<file path="config.mk">
export PLATFORM = sky130hd
export DESIGN_NAME = dcpa_arbiter
export DESIGN_NICKNAME = d
export VERILOG_FILES = /design/src/dcpa_pkg.sv /design/src/dcpa_arbiter.sv
export SDC_FILE = /design/constraint.sdc
export NUM_CORES = 1
export LEC_CHECK = 0
export BUFFER_PORTS_ARGS = -buffer_cell sky130_fd_sc_hd__buf_2
export CORE_MARGIN = 3
export CORE_UTILIZATION = 45
export CTS_CLUSTER_DIAMETER = 60
export DETAILED_ROUTE_END_ITERATION = 12
export GPL_ROUTABILITY_DRIVEN = 1
export PLACE_DENSITY = 0.69
export SYNTH_ARGS = -nofsm -noshare
export SYNTH_HDL_FRONTEND = slang
export SYNTH_SLANG_ARGS = --single-unit
</file>
<file path="constraint.sdc">
create_clock -name aclk -period 5.2 [get_ports aclk]
set_input_delay 0.78 -clock aclk [delete_from_list [all_inputs] [get_ports aclk]]
set_output_delay 0.78 -clock aclk [all_outputs]
set_load 0.02 [all_outputs]
</file>
<file path="src/dcpa_pkg.sv">
// Package of constants, types and register map for the D-channel priority arbiter
package dcpa_pkg;

    // AXI4-Lite register byte offsets
    localparam logic [7:0] ADDR_CTRL   = 8'h00;
    localparam logic [7:0] ADDR_STATUS = 8'h04;

    // Control register field positions
    localparam int CTRL_DMODE_LSB = 0;   // d_channel_mode_select, 3 bits
    localparam int CTRL_TMODE_LSB = 4;   // transceiver_mode_bits, 3 bits
    localparam int CTRL_D_PRIORITY_SELECT_BIT = 8;   // d_priority_select
    localparam int CTRL_TEFR_BIT  = 9;   // IOM-2 TE frame structure selected
    localparam int CTRL_TIC_BIT   = 10;  // address_arbitration_bus enabled
    localparam int CTRL_PCM12_BIT = 11;  // 12 PCM timeslots per frame
    localparam int CTRL_LTT_BIT   = 12;  // LT-T mode

    localparam logic [31:0] CTRL_RESET = 32'h0000_0000;

    // Mode encodings
    localparam logic [2:0] DMODE_COLL  = 3'h1;
    localparam logic [2:0] DMODE_MASK  = 3'h5;
    localparam logic [1:0] TMODE_INT_NT = 2'h3;

    // Stop/go position in the last channel-2 octet
    localparam int SG_BIT_POS = 5;

    // Ones thresholds
    localparam logic [3:0] THR_CLASS1 = 4'h8;
    localparam logic [3:0] THR_CLASS2 = 4'ha;
    localparam logic [3:0] CNT_MAX    = 4'hf;

    // AXI response codes
    localparam logic [1:0] RESP_OKAY   = 2'h0;
    localparam logic [1:0] RESP_SLVERR = 2'h2;

    // Bit strobes extracted from the framing logic
    typedef struct packed {
        logic echo;     // received echo bit (S-bus E)
        logic dbit;     // upstream IOM-2 D bit
        logic bac;      // bus_accessed_flag from upstream_data_line
        logic ab;       // access-block bit from upstream device
    } dcpa_bits_t;

    typedef enum logic [2:0] {
        ST_MON  = 3'b001,
        ST_SEND = 3'b010,
        ST_LOC  = 3'b100
    } dcpa_state_t;

    // Priority class commands from the C/I channel
    typedef enum logic [1:0] {
        CMD_NONE = 2'h0,
        CMD_AR8  = 2'h1,
        CMD_ACTIVATE_REQUEST_LOW_PRIO = 2'h2
    } dcpa_cmd_t;

endpackage

</file>
<file path="src/dcpa_arbiter.sv">
// D-channel priority arbiter: S-bus access, stop/go and intelligent NT arbitration
`timescale 1ns/1ps

module dcpa_arbiter
    import dcpa_pkg::*;
(
    input  wire logic              aclk,
    input  wire logic              aresetn,
    input  wire logic              clk_en,
    // AXI4-Lite slave
    input  wire logic [7:0]        s_axi_awaddr,
    input  wire logic              s_axi_awvalid,
    output logic                   s_axi_awready,
    input  wire logic [31:0]       s_axi_wdata,
    input  wire logic [3:0]        s_axi_wstrb,
    input  wire logic              s_axi_wvalid,
    output logic                   s_axi_wready,
    output logic [1:0]             s_axi_bresp,
    output logic                   s_axi_bvalid,
    input  wire logic              s_axi_bready,
    input  wire logic [7:0]        s_axi_araddr,
    input  wire logic              s_axi_arvalid,
    output logic                   s_axi_arready,
    output logic [31:0]            s_axi_rdata,
    output logic [1:0]             s_axi_rresp,
    output logic                   s_axi_rvalid,
    input  wire logic              s_axi_rready,
    // Link side, bit clock sampled from the pin
    input  wire logic              link_clk,
    input  wire dcpa_pkg::dcpa_bits_t link_bits,
    input  wire logic              local_dbit,
    input  wire logic              tx_request,
    input  wire logic              frame_done,
    input  wire dcpa_pkg::dcpa_cmd_t ci_cmd,
    // Outputs
    output logic                   s_dbit,
    output logic                   s_echo,
    output logic                   stop_go_flag,
    output logic                   stop_go_output_pin,
    output logic                   tx_active,
    output logic                   collision
);
    import dcpa_pkg::*;

    logic [31:0]  ctrl;
    logic [2:0]   sync_clk;
    dcpa_bits_t   sync1;
    dcpa_bits_t   sync2;
    logic         bit_tick;
    logic [3:0]   ones_cnt;
    logic [3:0]   next_ones_cnt;
    logic [3:0]   threshold;
    logic         class2;
    logic         lower_level;
    logic         nt_lower;
    dcpa_state_t  state;
    logic         aw_hold;
    logic         w_hold;
    logic [7:0]   aw_addr;
    logic [31:0]  w_data;
    logic [3:0]   w_strb;
    logic         sg_stop;

    logic [2:0]   d_channel_mode_select;
    logic [2:0]   transceiver_mode_bits;
    logic         d_priority_select;
    logic         coll_on;
    logic         int_nt;
    logic         nt_ok;
    logic         ltt_pin_only;

    assign d_channel_mode_select = ctrl[CTRL_DMODE_LSB +: 3];
    assign transceiver_mode_bits = ctrl[CTRL_TMODE_LSB +: 3];
    assign d_priority_select     = ctrl[CTRL_D_PRIORITY_SELECT_BIT];
    assign coll_on = (d_channel_mode_select & DMODE_MASK) == DMODE_COLL;
    assign int_nt = transceiver_mode_bits[2:1] == TMODE_INT_NT;
    assign nt_ok = int_nt && ctrl[CTRL_TEFR_BIT] && ctrl[CTRL_PCM12_BIT] && ctrl[CTRL_TIC_BIT];
    assign ltt_pin_only = ctrl[CTRL_LTT_BIT] && !ctrl[CTRL_TEFR_BIT];

    // Threshold base plus one on the lower level
    function automatic logic [3:0] thr_of(input logic cls2, input logic low);
        logic [3:0] base;
        base = cls2 ? THR_CLASS2 : THR_CLASS1;
        thr_of = base + {3'h0, low};
    endfunction

    // NT uses priority select; TE uses class
    assign threshold = nt_ok ? thr_of(d_priority_select, nt_lower)
                             : thr_of(class2, lower_level);

    // Two-stage synchronisers; link clock edge is found past the second stage
    always_ff @(posedge aclk)
    begin
        if (!aresetn)
        begin
            sync_clk <= 3'h0;
            sync1    <= '0;
            sync2    <= '0;
        end
        else if (clk_en)
        begin
            sync_clk <= {sync_clk[1:0], link_clk};
            sync1    <= link_bits;
            sync2    <= sync1;
        end
    end

    // Bits sampled on the rising link clock edge
    assign bit_tick = sync_clk[1] && !sync_clk[2];

    always_ff @(posedge aclk)
    begin
        if (!aresetn)
            class2 <= 1'b0;
        else if (clk_en)
        begin
            if (ci_cmd == CMD_AR8)
                class2 <= 1'b0;
            else if (ci_cmd == CMD_ACTIVATE_REQUEST_LOW_PRIO)
                class2 <= 1'b1;
        end
    end

    // in NT mode count IOM-2 D bits
    // counts above seven mean idle channel
    always_comb
    begin
        if ((nt_ok ? sync2.dbit : sync2.echo) == 1'b0)
            next_ones_cnt = 4'h0;
        else if (ones_cnt != CNT_MAX)
            next_ones_cnt = ones_cnt + 4'h1;
        else
            next_ones_cnt = ones_cnt;
    end

    always_ff @(posedge aclk)
    begin
        if (!aresetn)
            ones_cnt <= 4'h0;
        else if (clk_en && bit_tick)
            ones_cnt <= next_ones_cnt;
    end

    // Transmit state machine
    always_ff @(posedge aclk)
    begin
        if (!aresetn)
            state <= ST_MON;
        else if (clk_en && bit_tick)
        begin
            unique case (state)
                ST_MON:
                begin
                    // grant at count with flag low
                    // Count includes the bit now taken, so access is not a bit late
                    if (nt_ok && sync2.ab && !sync2.bac && next_ones_cnt >= threshold)
                        state <= ST_LOC;
                    else if (!nt_ok && tx_request && next_ones_cnt >= threshold)
                        state <= ST_SEND;
                end
                ST_SEND:
                begin
                    if (coll_on && (sync2.echo != s_dbit))
                        state <= ST_MON;
                    else if (frame_done)
                        state <= ST_MON;
                end
                ST_LOC:
                begin
                    if (sync2.bac || !sync2.ab || !nt_ok)
                        state <= ST_MON;
                end
                default:
                    state <= ST_MON;
            endcase
        end
    end

    // lower level after success; cleared when raised count seen idle
    always_ff @(posedge aclk)
    begin
        if (!aresetn)
            lower_level <= 1'b0;
        else if (clk_en && bit_tick)
        begin
            if (state == ST_SEND && frame_done && !(coll_on && sync2.echo != s_dbit))
                lower_level <= 1'b1;
            else if (state == ST_MON && !tx_request && lower_level
                     && next_ones_cnt >= threshold)
                lower_level <= 1'b0;
        end
    end

    // NT lower after success, base after abort
    always_ff @(posedge aclk)
    begin
        if (!aresetn)
            nt_lower <= 1'b0;
        else if (clk_en && bit_tick && state == ST_LOC)
        begin
            if (sync2.bac)
                nt_lower <= 1'b1;
            else if (!sync2.ab)
                nt_lower <= 1'b0;
        end
    end

    // Stop/go: stop unless transmit window open
    always_comb
    begin
        if (nt_ok)
            // access block forces stop; go at count; ready stops
            sg_stop = !(sync2.ab && state == ST_LOC);
        else
            sg_stop = !(ones_cnt >= threshold || state == ST_SEND);
    end

    // Link outputs
    always_ff @(posedge aclk)
    begin
        if (!aresetn)
        begin
            s_dbit             <= 1'b1;
            s_echo             <= 1'b1;
            stop_go_flag       <= 1'b1;
            stop_go_output_pin <= 1'b1;
            tx_active          <= 1'b0;
            collision          <= 1'b0;
        end
        else if (clk_en)
        begin
            // ones while not sending; ones after collision
            s_dbit <= (state == ST_SEND) ? local_dbit : 1'b1;
            // inverted echo blocks terminals; plain
            // One echo bit per link bit, held until the next tick
            if (bit_tick)
                s_echo <= (state == ST_LOC) ? !sync2.dbit : sync2.dbit;
            // stop/go onto IOM; pin only in LT-T without TE frame structure
            stop_go_flag       <= ltt_pin_only ? 1'b1 : sg_stop;
            stop_go_output_pin <= sg_stop;
            tx_active          <= state == ST_SEND;
            collision          <= coll_on && state == ST_SEND && bit_tick
                                  && (sync2.echo != s_dbit);
        end
    end

    // AXI4-Lite write path: address and data taken in either order
    always_ff @(posedge aclk)
    begin
        if (!aresetn)
        begin
            aw_hold      <= 1'b0;
            w_hold       <= 1'b0;
            aw_addr      <= 8'h00;
            w_data       <= 32'h0;
            w_strb       <= 4'h0;
            s_axi_bvalid <= 1'b0;
            s_axi_bresp  <= RESP_OKAY;
            ctrl         <= CTRL_RESET;
        end
        else if (clk_en)
        begin
            if (s_axi_awvalid && s_axi_awready)
            begin
                aw_hold <= 1'b1;
                aw_addr <= s_axi_awaddr;
            end
            if (s_axi_wvalid && s_axi_wready)
            begin
                w_hold <= 1'b1;
                w_data <= s_axi_wdata;
                w_strb <= s_axi_wstrb;
            end
            if (aw_hold && w_hold && !s_axi_bvalid)
            begin
                aw_hold      <= 1'b0;
                w_hold       <= 1'b0;
                s_axi_bvalid <= 1'b1;
                if (aw_addr == ADDR_CTRL)
                begin
                    s_axi_bresp <= RESP_OKAY;
                    for (int i = 0; i < 4; i++)
                        if (w_strb[i])
                            ctrl[i*8 +: 8] <= w_data[i*8 +: 8];
                end
                else if (aw_addr == ADDR_STATUS)
                    s_axi_bresp <= RESP_OKAY;
                else
                    s_axi_bresp <= RESP_SLVERR;
            end
            else if (s_axi_bvalid && s_axi_bready)
                s_axi_bvalid <= 1'b0;
        end
    end

    // Each ready only while its own channel and the response are idle, so one write at a time
    always_ff @(posedge aclk)
    begin
        if (!aresetn)
        begin
            s_axi_awready <= 1'b0;
            s_axi_wready  <= 1'b0;
        end
        else if (clk_en)
        begin
            s_axi_awready <= !aw_hold && !(s_axi_awvalid && s_axi_awready) && !s_axi_bvalid;
            s_axi_wready  <= !w_hold && !(s_axi_wvalid && s_axi_wready) && !s_axi_bvalid;
        end
    end

    // AXI4-Lite read path
    always_ff @(posedge aclk)
    begin
        if (!aresetn)
        begin
            s_axi_arready <= 1'b0;
            s_axi_rvalid  <= 1'b0;
            s_axi_rdata   <= 32'h0;
            s_axi_rresp   <= RESP_OKAY;
        end
        else if (clk_en)
        begin
            s_axi_arready <= !s_axi_rvalid && !(s_axi_arvalid && s_axi_arready);
            if (s_axi_arvalid && s_axi_arready)
            begin
                s_axi_rvalid <= 1'b1;
                s_axi_rresp  <= RESP_OKAY;
                if (s_axi_araddr == ADDR_CTRL)
                    s_axi_rdata <= ctrl;
                else if (s_axi_araddr == ADDR_STATUS)
                    s_axi_rdata <= {16'h0, 1'b0, state, threshold,
                                    ones_cnt, nt_lower, lower_level,
                                    class2, sg_stop};
                else
                begin
                    s_axi_rdata <= 32'h0;
                    s_axi_rresp <= RESP_SLVERR;
                end
            end
            else if (s_axi_rvalid && s_axi_rready)
                s_axi_rvalid <= 1'b0;
        end
    end

endmodule // dcpa_arbiter

</file>
Word level (Yosys, flattened, before mapping)
Index checks and enable logic that the tools add are counted.

storage, ports and cells
  bits in latches = 0
  memory bits (writable) = 0
  bits in read-only memories = 0
  word-level logic and storage cells = 172
  memories = 0
  input port bits = 70
  bits in registers = 146
  output and inout port bits = 47

operators by class
  reduce and logical (&&, ||, !) cells = 79
  $lt $le $gt $ge = 2
  bitwise operators = 0
  divide/modulo/power cells = 0
  add/sub/neg operators = 3
  multiply operators = 0
  muxes and demuxes = 36
  shifts and indexed selects = 0
  equality and inequality tests = 15

operator list
  operator                                                         number
  1-bit logical AND                                                34
  32-bit two-way mux                                               1
  2-bit AND reduction                                              12
  4-bit AND reduction                                              5
  1-bit two-way mux                                                19
  1-bit zero test                                                  17
  8-bit by 3-bit == test with 1-bit output, second input constant  2
  8-bit zero test                                                  2
  15-bit two-way mux                                               1
  3-bit two-way mux                                                5
  2-bit two-way mux                                                6
  4-bit two-way mux                                                3
  2-bit nonzero test                                               6
  3-bit one-hot mux with 3 select lines                            1
  4-bit by 1-bit adder with 4-bit output                           2
  4-bit greater-or-equal comparator                                2
  3-bit inequality test, second input constant                     2
  4-bit by 1-bit adder with 4-bit output, second input constant    1
  2-bit by 1-bit == test with 1-bit output, second input constant  2
  2-bit == test, second input constant                             2
  4-bit inequality test, second input constant                     1
  3-bit by 1-bit == test with 1-bit output, second input constant  1
  3-bit by 2-bit == test with 1-bit output, second input constant  1
  3-bit == test, second input constant                             1
  other kinds (4)                                                  6

Depth between registers and ports, before layout
Gate-level depths: netlist of the first run.

  depth after elaboration = 11
  mapped depth = 10
  mapped depth without buffers = 10

Worst setup path before layout of the first run
Ideal clock, no wire load.

  path type = flip-flop to flip-flop
  from = register ctrl[10]
  to = register state[1]
  clock period less this slack = 2.302 ns
  required time = 5.084 ns
  setup time = 0.116 ns
  path slack = 2.898 ns
  cell stages (with the launch flop) = 10
  path buffers = 0
  data arrival time = 2.185 ns
  path through = dfxtp_1 and3_1 nand2_1 mux2_2 ha_1 nand2b_1 a21oi_1 a221o_1 or3_1 o211a_1

between the ends
  longest elaborated chain between the ends = 7
  elaborated cells between the ends (all ways) = 17
  those cells by class = order compare: 1; eq/ne: 2; mux: 5; reduce/logical: 9

ends and longest elaborated chain
  what                                                                                           line                                      source
  start: declaration                                                                             dcpa_arbiter.sv:45                        logic [31:0] ctrl;
  start signal: indexed assignment                                                               dcpa_arbiter.sv:284                       ctrl[i*8 +: 8] <= w_data[i*8 +: 8];
  1-bit logical AND *                                                                            dcpa_arbiter.sv:77                        assign nt_ok = int_nt && ctrl[CTRL_TEFR_BIT] && ctrl[CTRL_PCM12_BIT] && ctrl[CTRL_TIC_BIT];
  1-bit two-way mux                                                                              dcpa_arbiter.sv:128                       if ((nt_ok ? sync2.dbit : sync2.echo) == 1'b0)
  4-bit two-way mux                                                                              dcpa_arbiter.sv:128
  4-bit greater-or-equal comparator                                                              dcpa_arbiter.sv:156, dcpa_arbiter.sv:158
  1-bit logical AND, on equally long branches                                                    dcpa_arbiter.sv:156, dcpa_arbiter.sv:158
  3-bit inequality test (no line) / 3-bit two-way mux (equally long branches)                    n/a
  4-bit AND reduction (no line) / 3-bit one-hot mux with 3 select lines (equally long branches)  n/a
  end signal: assignment                                                                         dcpa_arbiter.sv:157                       state <= ST_LOC;
  end signal: assignment                                                                         dcpa_arbiter.sv:159                       state <= ST_SEND;
  end signal: assignment                                                                         dcpa_arbiter.sv:164                       state <= ST_MON;
  end: declaration                                                                               dcpa_arbiter.sv:56                        dcpa_state_t state;

Every way passes the cells marked *; elsewhere a longest branch is shown, timed or not.
A chain may end at the register's enable or synchronous reset.

Final worst setup path of the first run
  from = register ctrl[9]
  to = register state[2]

between the ends
  longest elaborated chain between the ends = 9
  elaborated cells between the ends (all ways) = 19
  those cells by class = order compare: 1; eq/ne: 2; mux: 5; reduce/logical: 11

ends and longest elaborated chain
  what                                                                                           line
  1-bit logical AND * (3 in a row)                                                               dcpa_arbiter.sv:77
  1-bit two-way mux                                                                              dcpa_arbiter.sv:128
  4-bit two-way mux                                                                              dcpa_arbiter.sv:128
  4-bit greater-or-equal comparator                                                              dcpa_arbiter.sv:156, dcpa_arbiter.sv:158
  1-bit logical AND, on equally long branches                                                    dcpa_arbiter.sv:156, dcpa_arbiter.sv:158
  3-bit inequality test (no line) / 3-bit two-way mux (equally long branches)                    n/a
  4-bit AND reduction (no line) / 3-bit one-hot mux with 3 select lines (equally long branches)  n/a

Marked as above.

==> summary.md, run 1 <==
| Metric | Value |
|---|---|
| Status | `completed` |
| TritonCTS clock tree | `yes` |
| Antenna cells | `0` |
| Global route overflow | `0` |
| # placed instances | `~900` |
| Largest net degree at the start of global routing | `80` |
| Die height | `121 um` |
| Synth cell count leaders | `dfxtp_1 (144), nand2_1 (131), a21boi_0 (68)` |
| Initial antenna violation count | `0` |
| F_max | `about 380 MHz` |
| # DRC | `0` |
| Vias in the first global route | `a little under 5000` |
| Critical path class | `reg2reg` |
| Number of synthesized register bits | `roughly 140` |
| First-pass detailed-route iteration total | `5` |
| Area contributors post-synth | `dfxtp_1 (48%), a21boi_0 (8.6%), nand2_1 (8.3%)` |
| Crit-path max FO | `6` |
| Clock buffer depth | `2` |
| First-pass GRT wire length | `23.8 mm` |
| Metal2 WL | `between 7 and 8 mm` |
| Port bufs | `between 100 and 150` |
| H-tree Lvls | `4` |
| Root buffer cell | `clkbuf_16` |
| Hold/Removal Path Class | `reg2reg` |
| FP Rows | `41` |
| Period minus WS final | `about 2.7 ns` |
| Core footprint | `about 13000 um^2` |
| Share of the synthesized area in the top cell type | `0.484` |
| Clk sink count | `between 100 and 150` |
| Startpoint Class | `flop` |
| RSZ-0062 raised after global routing | `no` |
| Power Dens Cells | `about 350 nW/um^2` |
| Post-Syn Area | `between 5000 and 6000 um^2` |
| Slew HR | `0.558` |
| Via count | `4911` |
| Uppermost layer routed | `met4` |
| Finished Core Util | `0.567` |
| Critical Path Source | `ctrl[9]$_SDFFE_PN0P_` |
| Max-Cap Viols | `0` |
| Initial Util | `0.466` |
| Worst Setup End Kind | `flop` |
| Final Non-Filler Cells | `934` |
| Leakage | `approximately 3.1 nW` |
| Clk_lat worst skew | `0.42 ns` |
| Hold bufs inserted after CTS | `0` |
| Synth Flop Type | `dfxtp_1` |
| Routed wire per std cell | `15.4 um` |
| EDFF count, synth | `0` |
| Setup TNS | `0 ns` |
| Peak supply drop | `0.000232 V` |
| Final hold vios | `0` |
| Postcts setup bufs | `0` |
| Post-CTS sizing | `0` |
| Routed met1 length | `around 6.2 mm` |
| Met3 WL | `~730 um` |
| CP required | `between 5 and 6 ns` |
| Worst hold path startpoint | `s_axi_rdata[10]$_SDFFE_PN0P_` |
| Die ar. | `14700 um^2` |
| Pwr Total | `about 0.0025 W` |
| Warnings, synthesis | `0` |
| Seq/Total Area, Yosys | `0.484` |
| Initial DRC Count | `approximately 270` |
| Post-DP HPWL | `around 9.9 mm` |
| Ys async rst share | `0` |
| Final setup fails | `0` |
| Top-count cell post-synth | `dfxtp_1` |
| IO Count | `about 120` |
| Avg Inst Size Synth | `9.16 um^2` |
| Final Max Tran Viols | `0` |
| Yosys top cell by area | `dfxtp_1` |
| Gate Count Post-Synth | `650` |
| Aggregate routed wire length | `roughly 14 mm` |
| Reg-to-reg startpoint | `ctrl[9]$_SDFFE_PN0P_` |
| DR vias/cell | `5.26` |
| GRT Total Usage | `0.205` |
| CTS Buf Count | `17` |
| Share of cells above drive strength 1 | `0.209` |
| Area growth syn-to-layout | `21.6%` |
| Setup Skew | `between 0.006 and 0.007 ns` |
| Routability cong. | `0.839` |
| DRT antenna net count | `0` |
| Netlist cell types | `51` |
| Worst path arrival time | `3.00 ns` |
| Worst slew pin tran | `about 0.66 ns` |
| Worst-path clk slew | `approximately 0.060 ns` |
| Chip Width | `121 um` |
| Nets | `a little over 800` |
| Final Cycle Share | `0.510` |
registers in the layout (all words and copies together) (netlist names), 3 cells and up:
register and cells:
aw_addr 8, ctrl 32, ones_cnt 4, s_axi_rdata 32, state 3, sync1 4
sync2 4, sync_clk 3, w_data 32, w_strb 4
routing by layer:
layer | GRT usage | vias to the layer above
li1 | - | 2436
met1 | 0.249 | 2324
met2 | 0.343 | 121
met3 | 0.0499 | 30
met4 | 0.0921 | 0
met5 | 0 | -
layout make-up:
type | count | area, um^2
Clock inverter | 12 | 165
Fill cell | 1134 | 5530
Clock buffer | 20 | 447
Timing Repair Buffer | 120 | 618
Multi-Input combinational cell | 459 | 2890
Inverter | 7 | 26.3
Sequential cell | 144 | 2880
Tap cell | 172 | 215
critical path: stages (launching register included):
cell and delay [ns]:
dfxtp_1 0.42, and3_1 0.30, nand3_1 0.13, and2_0 0.24, nand2b_1 0.19, ha_1 0.27
nand2b_1 0.09, a21oi_1 0.06, a221o_1 0.36, or3_1 0.35, o22ai_1 0.17
through the flow:
| stage | setup WS (ns) | hold slack (ns) | instance area (um^2) |
|---|---|---|---|
| after floorplan | 2.90 | 0.443 | 5960 |
| final | 2.55 | 0.457 | 7240 |
| after global routing | 2.34 | 0.482 | 7240 |
| after CTS | 2.58 | 0.461 | 7240 |
| after detailed placement | 2.42 | 0.453 | 6630 |
| after global placement | 2.49 | 0.449 | 6630 |
power by group:
group	internal [W]	leakage (nW)	switching, W
logic	0.0000618	1.60	0.0000771
registers	0.00112	1.17	0.0000141
clock network	0.000809	0.299	0.000459
placed cells by master (no fill, tap or decap), types with 3 or more instances in the layout:
cell type | netlist | layout
o211ai_1 | 3 | 3
clkinv_2 | 0 | 6
nand3_2 | 4 | 4
buf_4 | 3 | 7
dfxtp_1 | 144 | 144
clkbuf_16 | 0 | 17
o31ai_1 | 3 | 3
inv_1 | 7 | 7
a221oi_1 | 12 | 12
nand2_1 | 131 | 131
o21ai_0 | 11 | 11
mux2i_1 | 47 | 47
a21oi_1 | 7 | 7
nor3b_1 | 13 | 13
nor2b_1 | 47 | 47
o211a_1 | 4 | 4
and3_1 | 5 | 5
nor2_1 | 21 | 21
buf_2 | 4 | 113
and2_1 | 7 | 7
ha_1 | 6 | 6
bufinv_16 | 0 | 4
nand2b_1 | 4 | 4
nand3_1 | 31 | 31
or3_1 | 4 | 4
a21boi_0 | 68 | 68
final timing paths:
kind | end | depth (start not counted) | slack (ns)
max | state[2]$_SDFFE_PN0P_ | 10 | 2.55
min | s_axi_rdata[10]$_SDFFE_PN0P_ | 2 | 0.46
max reg2reg | state[2]$_SDFFE_PN0P_ | 10 | 2.55
min reg2reg | s_axi_rdata[10]$_SDFFE_PN0P_ | 2 | 0.46
cells by family after synthesis:
family,count (synthesis),share of synthesized area
AO/OA/AOI/OAI,120,0.150
multiplexers,48,0.0809
XOR/XNOR,3,0.00441
buffers and inverters,48,0.0330
other,1,0.000630
adder cells (fa/ha/maj),6,0.0126
AND/OR/NAND/NOR,280,0.235
flip-flops,144,0.484
Power figures use the tool's default switching activity.
==> run 2, diff against run 1 <==
- ABC_AREA: not set -> 1
- clock period: 5.2 -> 2.51 ns (I/O delays scaled with it)
==> run 2 against run 1 <==
  * Utilization about the same
  * Routed wire length down 1.4%
  * Largest cell class is now sequential cells
  * Sequential power up 110%
  * Largest power group unchanged
  * Worst hold slack worse by 0.28 ns
==> summary.md, run 2 <==
| Metric | Value |
|---|---|
| Status | `completed` |
| Combinational power share | `0.076 (+0.021)` |
| Avg Inst Size Synth | `7.77 um^2 (-15%)` |
| # DRC | `0 (unchanged)` |
| Post-synthesis xor/xnor area fraction | `0.00148 (-0.00293)` |
| Area occupied by multi-input gates | `2530 um^2 (-12%)` |
| Warnings, synthesis | `0 (unchanged)` |
| CTS Buf Count | `17 (unchanged)` |
| Largest net degree at the start of global routing | `57 (-29%)` |
| Chip Width | `121 um (-0.20%)` |
| Slew HR | `0.594 (+0.0359)` |
| Combinational family with the most area after synthesis | `compound AO/OA/AOI/OAI gates` |
| Post-synthesis compound-gate area fraction | `0.212 (+0.0627)` |
| Clock buffer depth | `2 (unchanged)` |
| Antenna cells | `0 (unchanged)` |
| Area growth syn-to-layout | `22.0%` |
| Worst path arrival time | `2.59 ns (-0.41 ns)` |
| Commonest non-fill, non-tap cell in the layout | `dfxtp_1` |
| Netlist cell types | `36 (-29%)` |
| Max-Cap Viols | `0 (unchanged)` |
| Most frequent cells in the layout | `dfxtp_1 (144), a21oi_1 (133), nand2_1 (116), buf_2 (114), o21ai_0 (93)` |
| Leakage | `2.94 nW (-4.0%)` |
| Hold/Removal Path Class | `in2reg` |
| First-pass GRT wire length | `23.3 mm (-1.9%)` |
| Initial antenna violation count | `0 (unchanged)` |
| Clk network pwr share | `0.475 (-0.023)` |
| Port bufs | `114 (unchanged)` |
| Critical Path Source | `ones_cnt[1]$_SDFFE_PN0P_` |
| Root buffer cell | `clkbuf_16` |
| Via count | `5321 (+8.3%)` |
| Power Dens Cells | `742 nW/um^2 (+110%)` |
| Worst slew pin tran | `0.608 ns (-0.0544 ns)` |
| Share of the synthesized area in the top cell type | `0.486 (+0.00204)` |
| Fill cells | `1219 (+7.5%)` |
| Initial DRC Count | `368 (+38%)` |
| Worst hold path startpoint | `link_bits[3]` |
| Setup Skew | `0.00723 ns (+0.00104 ns)` |
| Nets | `938 (+14%)` |
| Final hold vios | `0 (unchanged)` |
| Synth cell count leaders | `dfxtp_1 (144), a21oi_1 (133), nand2_1 (116)` |
| Peak supply drop | `0.000464 V (+100%)` |
| Vias in the first global route | `4724 (-2.5%)` |
| Worst Setup End Kind | `flop` |
| Pint | `0.00414 W (+110%)` |
| IO Count | `117 (unchanged)` |
| DR vias/cell | `5.09 (-3.3%)` |
| Final setup fails | `0 (unchanged)` |
| Area contributors post-synth | `dfxtp_1 (49%), a21oi_1 (11%), o21ai_0 (7.8%)` |
| Core footprint | `12800 um^2 (unchanged)` |
| Top-count cell post-synth | `dfxtp_1` |
| Sequential Power Share | `0.449 (+0.002)` |
| FP Rows | `41 (unchanged)` |
| Global route overflow | `0 (unchanged)` |
| Die ar. | `14600 um^2 (-0.40%)` |
| Post-CTS sizing | `0 (unchanged)` |
| Routability cong. | `0.859 (+2.4%)` |
| CP required | `2.88 ns (-2.66 ns)` |
| Crit-path most repeated cell | `nand2_1` |
| Number of synthesized register bits | `144 (unchanged)` |
| Sw Ratio | `0.228 (+0.0123)` |
| Worst-path clk slew | `0.06 ns (about the same)` |
| Post-DP HPWL | `9.96 mm (+0.32%)` |
| Critical path class | `reg2reg` |
| Share of cells above drive strength 1 | `0.207 (-0.00157)` |
| Startpoint Class | `flop` |
| Area share of fa/ha/maj cells after synthesis | `0.0127 (+0.0000532)` |
| Gate Count Post-Synth | `763 (+17%)` |
| DRT antenna net count | `0 (unchanged)` |
| Aggregate routed wire length | `14.1 mm (-1.4%)` |
| Biggest regs | `ctrl: 32 flops, s_axi_rdata: 32 flops, w_data: 32 flops` |
| Crit-path max FO | `6 (unchanged)` |
| Yosys top cell by area | `dfxtp_1` |
| Postcts setup bufs | `0 (unchanged)` |
| CP max stage cell | `dfxtp_1` |
| CP peak stage delay | `0.43 ns (about the same)` |
| RSZ-0062 raised after global routing | `no` |
| Synth Flop Type | `dfxtp_1` |
| Initial Util | `0.464 (-0.00196)` |
| Switching power | `0.00122 W (+120%)` |
| EDFF count, synth | `0 (unchanged)` |
| Seq/Total Area, Yosys | `0.486 (+0.00204)` |
| Clk sink count | `144 (unchanged)` |
| F_max | `450 MHz (+19%)` |
| H-tree Lvls | `4 (unchanged)` |
| Routed wire per std cell | `13.5 um (-12%)` |
| Post-Syn Area | `5930 um^2 (-0.42%)` |
| Period minus WS final | `2.22 ns (-0.429 ns)` |
| Post-synthesis mux area share | `0.00169 (-0.0792)` |
| Die height | `121 um (-0.20%)` |
| Reg-to-reg startpoint | `ones_cnt[1]$_SDFFE_PN0P_` |
| First-pass detailed-route iteration total | `4 (-1)` |
| TritonCTS clock tree | `yes` |
| GRT Total Usage | `0.199 (-0.00588)` |
| Setup TNS | `0 ns (unchanged)` |
| Ys async rst share | `0 (unchanged)` |
| Clk_lat worst skew | `0.42 ns (about the same)` |
| Final Max Tran Viols | `0 (unchanged)` |
| CP cell instances | `ha_1, nand2_1, nor2_2, inv_1, mux2i_1, a21oi_1, ha_1, a21oi_1, nand2_1, nand3_4, inv_1, nand3b_1, nand4_1, nand2_1` |
| Reg area | `2880 um^2 (unchanged)` |
| Final Cycle Share | `0.886 (+0.376)` |
| Hold bufs inserted after CTS | `0 (unchanged)` |
| Post-synthesis simple-gate area fraction | `0.196 (-0.0393)` |
| Finished Core Util | `0.566 (about the same)` |
[run 2: cell count changes after synthesis, moves of 38 or more]
cell      delta
nand4_1     +38
o21ai_0     +82
a21oi_1    +126
mux2i_1     -46
inv_1       +71
nor2b_1     -47
a21boi_0    -68
[run 2: cell type report]
cell class	instances	share of cell area
clock inverters	10	0.0187
inverters	85	0.0441
flip-flops and latches	144	0.398
multi-input cells	488	0.349
clock buffers	21	0.0650
well taps	172	0.0297
repair buffers	126	0.0948
[run 2: worst max-delay path, delay by kind of cell, from the launching register on]
family	cells	cell delay, ns
buf+inv	2	0.14
compound gates	2	0.31
fa+ha+maj	2	0.48
mux	1	0.13
simple gates	7	0.67
flops	1	0.43
[run 2: cells by family after synthesis]
family / count (synthesis)
other: 1
and+or+nand+nor: 235
muxes: 1
DFF: 144
AOI/OAI and AO/OA: 243
xor gates and xnor gates: 1
adders and majority gates: 6
buffers and inverters: 132
[run 2: layer usage]
metal	GRT usage	share of wire	up-vias
li1	-	-	2763
met4	0.0673	0.015	0
met5	0	0	-
met1	0.291	0.50	2377
met3	0.0449	0.056	20
met2	0.289	0.43	161
[run 2: path summary, 6_finish.rpt]
path                                                end  slack, ns  depth (start not counted)
worst min register to register  aw_addr[7]$_SDFFE_PN0P_       0.44                          2
worst max-delay path              state[0]$_SDFFE_PN1P_       0.29                         14
worst min-delay path              sync1[3]$_SDFFE_PN0P_       0.18                          3
worst max register to register    state[0]$_SDFFE_PN1P_       0.29                         14
[run 2: per-stage QoR]
step	cell area, um^2	cells	worst slack, ns	power, W	hold WS (ns)
2_1_floorplan	5930	764	0.547	0.00272	0.423
3_3_place_gp	6630	1015	0.398	0.00286	0.435
3_5_place_dp	6630	1015	0.358	0.00287	0.438
4_1_cts	7230	1046	0.326	0.00540	0.175
5_1_grt	7230	1046	0.0874	0.00555	0.187
6_report	7230	1046	0.286	0.00537	0.181
[run 2: power groups by stage]
stage                     combinational, W  sequential (W)  clock (W)
after floorplan                   0.000236         0.00248          0
final                             0.000406         0.00241    0.00255
after global placement            0.000405         0.00246          0
after global routing              0.000461         0.00242    0.00267
after detailed placement          0.000407         0.00246          0
after CTS                         0.000409         0.00241    0.00258
==> run 3, diff against run 2 <==
- BUFFER_PORTS_ARGS: -buffer_cell sky130_fd_sc_hd__buf_2 -> -buffer_cell sky130_fd_sc_hd__clkbuf_2
==> run 3 against run 2 <==
  * Global-route usage is essentially flat
  * Register-to-register slack lost 0.02 ns
  * Sequential power is essentially flat
  * Critical endpoint unchanged
  * Sequential share of layout area shrank 0.083 points
  * Combinational power grew 1%
  * Die area is the same
  * Via count shrank 0.24%
  * Sequential cell count is the same
  * Cell count grew 0.19%
  * Utilization grew 0.12 points
  * Non-clock buffer count grew 1
  * Highest routed layer unchanged
  * Power shrank 0.71%
==> summary.md, run 3 (same netlist as run 2, synthesis figures left out) <==
| Metric | Value |
|---|---|
| Leakage | `2.92 nW (-0.80%)` |
| Worst Setup End Kind | `flop` |
| Final hold vios | `0 (unchanged)` |
| Worst hold path startpoint | `link_bits[3]` |
| Clk network pwr share | `0.470 (-0.005)` |
| Via count | `5308 (-0.24%)` |
| # placed instances | `1016 (+0.099%)` |
| Initial DRC Count | `279 (-24%)` |
| R2R Path End | `state[0]$_SDFFE_PN1P_` |
| Finished Core Util | `0.568 (+0.00118)` |
| Die height | `121 um (unchanged)` |
| Period minus WS final | `2.24 ns (+0.0168 ns)` |
| Final setup fails | `0 (unchanged)` |
| Routed wire per std cell | `13.5 um (+0.21%)` |
| Worst slew pin tran | `0.619 ns (+0.0114 ns)` |
| DP Area | `6650 um^2 (+0.30%)` |
| First-pass GRT wire length | `23.3 mm (about the same)` |
| Pint | `0.00405 W (-2.1%)` |
| TritonCTS clock tree | `yes` |
| F_max | `446 MHz (-0.75%)` |
| Antenna cells | `0 (unchanged)` |
| Setup TNS | `0 ns (unchanged)` |
| Switching power | `0.00127 W (+4.0%)` |
| CTS Buf Count | `17 (unchanged)` |
| Post-route cell area | `7250 um^2 (+0.21%)` |
| Hold bufs inserted after CTS | `0 (unchanged)` |
| Commonest non-fill, non-tap cell in the layout | `dfxtp_1` |
| Hold endpoint | `sync1[3]$_SDFFE_PN0P_` |
| Status | `completed` |
| Flop2flop setup slack | `0.27 ns (-0.02 ns)` |
| Setup Skew | `0.00974 ns (+0.00251 ns)` |
| Root buffer cell | `clkbuf_16` |
| Chip Width | `121 um (unchanged)` |
| Biggest regs | `ctrl: 32 flops, s_axi_rdata: 32 flops, w_data: 32 flops` |
| Die ar. | `14600 um^2 (unchanged)` |
| Reg-to-reg startpoint | `ones_cnt[1]$_SDFFE_PN0P_` |
| Port bufs | `114 (unchanged)` |
| DR vias/cell | `5.06 (-0.43%)` |
| Post-DP HPWL | `10.2 mm (+2.7%)` |
| Area growth syn-to-layout | `22.2%` |
| Peak supply drop | `0.000469 V (+1.1%)` |
| Clk sink count | `144 (unchanged)` |
| FP Rows | `41 (unchanged)` |
| Final Cycle Share | `0.893 (+0.00669)` |
| Postcts setup bufs | `0 (unchanged)` |
| Global route overflow | `0 (unchanged)` |
| Vias in the first global route | `4792 (+1.4%)` |
| Critical path class | `reg2reg` |
| Sw Ratio | `0.239 (+0.0108)` |
| Worst-path clk slew | `0.06 ns (about the same)` |
| Clock buffer depth | `2 (unchanged)` |
| Max-Cap Viols | `0 (unchanged)` |
| GRT Total Usage | `0.199 (+0.000297)` |
| H-tree Lvls | `4 (unchanged)` |
| Worst path arrival time | `2.60 ns (about the same)` |
| Combinational power share | `0.077 (about the same)` |
| Power Dens Cells | `735 nW/um^2 (-0.91%)` |
| Largest net degree at the start of global routing | `74 (+30%)` |
| Sequential Power Share | `0.453 (+0.004)` |
| IO Count | `117 (unchanged)` |
| Crit-path max FO | `6 (unchanged)` |
| Share of cells above drive strength 1 | `0.210 (+0.00295)` |
| Hold/Removal Path Class | `in2reg` |
| CP required | `2.87 ns (about the same)` |
| Nets | `939 (+0.11%)` |
| Most frequent cells in the layout | `dfxtp_1 (144), a21oi_1 (133), nand2_1 (116), clkbuf_2 (114), o21ai_0 (93)` |
| RSZ-0062 raised after global routing | `no` |
| Slew HR | `0.587 (-0.00675)` |
| First-pass detailed-route iteration total | `7 (+3)` |
| Final Non-Filler Cells | `1048 (+0.19%)` |
| Reg2Reg Depth | `14 (unchanged)` |
| Aggregate routed wire length | `14.2 mm (+0.40%)` |
| Final Max Tran Viols | `0 (unchanged)` |
| Post-CTS sizing | `0 (unchanged)` |
| # DRC | `0 (unchanged)` |
| Initial antenna violation count | `0 (unchanged)` |
| Hold Crit Depth | `3 (unchanged)` |
| Initial Util | `0.464 (unchanged)` |
| Routability cong. | `0.872 (+1.5%)` |
| DRT antenna net count | `0 (unchanged)` |
| Startpoint Class | `flop` |
| Core footprint | `12800 um^2 (unchanged)` |
| Clk_lat worst skew | `0.42 ns (about the same)` |
[run 3: worst max path at each step]
stage                             start               endpoint  slack [ns]  cells past startpoint
2_1_floorplan  ones_cnt[1]$_SDFFE_PN0P_  state[1]$_SDFFE_PN0P_        0.55                     13
5_1_grt        ones_cnt[1]$_SDFFE_PN0P_  state[0]$_SDFFE_PN1P_        0.06                     16
6_report       ones_cnt[1]$_SDFFE_PN0P_  state[0]$_SDFFE_PN1P_        0.27                     14
4_1_cts        ones_cnt[1]$_SDFFE_PN0P_  state[0]$_SDFFE_PN1P_        0.29                     14
3_3_place_gp   ones_cnt[1]$_SDFFE_PN0P_  state[1]$_SDFFE_PN0P_        0.40                     13
3_5_place_dp   ones_cnt[1]$_SDFFE_PN0P_  state[1]$_SDFFE_PN0P_        0.32                     13
[run 3: cell type report]
| class | count | area [um^2] |
|---|---|---|
| Fill cell | 1199 | 5520 |
| Inverter | 85 | 319 |
| Tap cell | 172 | 215 |
| Clock buffer | 20 | 467 |
| Sequential cell | 144 | 2880 |
| Multi-Input combinational cell | 488 | 2530 |
| Timing Repair Buffer | 127 | 706 |
| Clock inverter | 12 | 134 |
[run 3: routing by layer]
| layer | share of wire | track usage | wire length (um) |
|---|---|---|---|
| met3 | 0.051 | 0.0440 | 722 |
| met4 | 0.013 | 0.0637 | 182 |
| met2 | 0.45 | 0.306 | 6430 |
| met5 | 0 | 0 | 0 |
| met1 | 0.48 | 0.280 | 6860 |
[run 3: through the flow]
stage / power (W) / hold WS (ns) / worst slack [ns]
floorplan: 0.00272 / 0.423 / 0.547
global placement: 0.00287 / 0.433 / 0.401
detailed placement: 0.00287 / 0.436 / 0.324
CTS: 0.00537 / 0.169 / 0.289
global route: 0.00551 / 0.206 / 0.0620
finish: 0.00533 / 0.180 / 0.269
[run 3: critical path, stage by stage, from the launching register on]
cell and delay [ns]:
dfxtp_1 0.42, ha_1 0.22, nand2_1 0.09, nor2_2 0.15, inv_1 0.09, mux2i_1 0.12
a21oi_1 0.18, ha_1 0.26, a21oi_1 0.16, nand2_1 0.13, nand3_4 0.12, inv_1 0.05
nand3b_1 0.08, nand4_1 0.08, nand2_1 0.06
[run 3: power by group through the flow]
stage	registers, W	clock network, W	logic, W
2_1_floorplan	0.00248	0	0.000236
3_3_place_gp	0.00246	0	0.000407
3_5_place_dp	0.00246	0	0.000412
4_1_cts	0.00241	0.00254	0.000414
5_1_grt	0.00242	0.00262	0.000465
6_report	0.00241	0.00251	0.000411
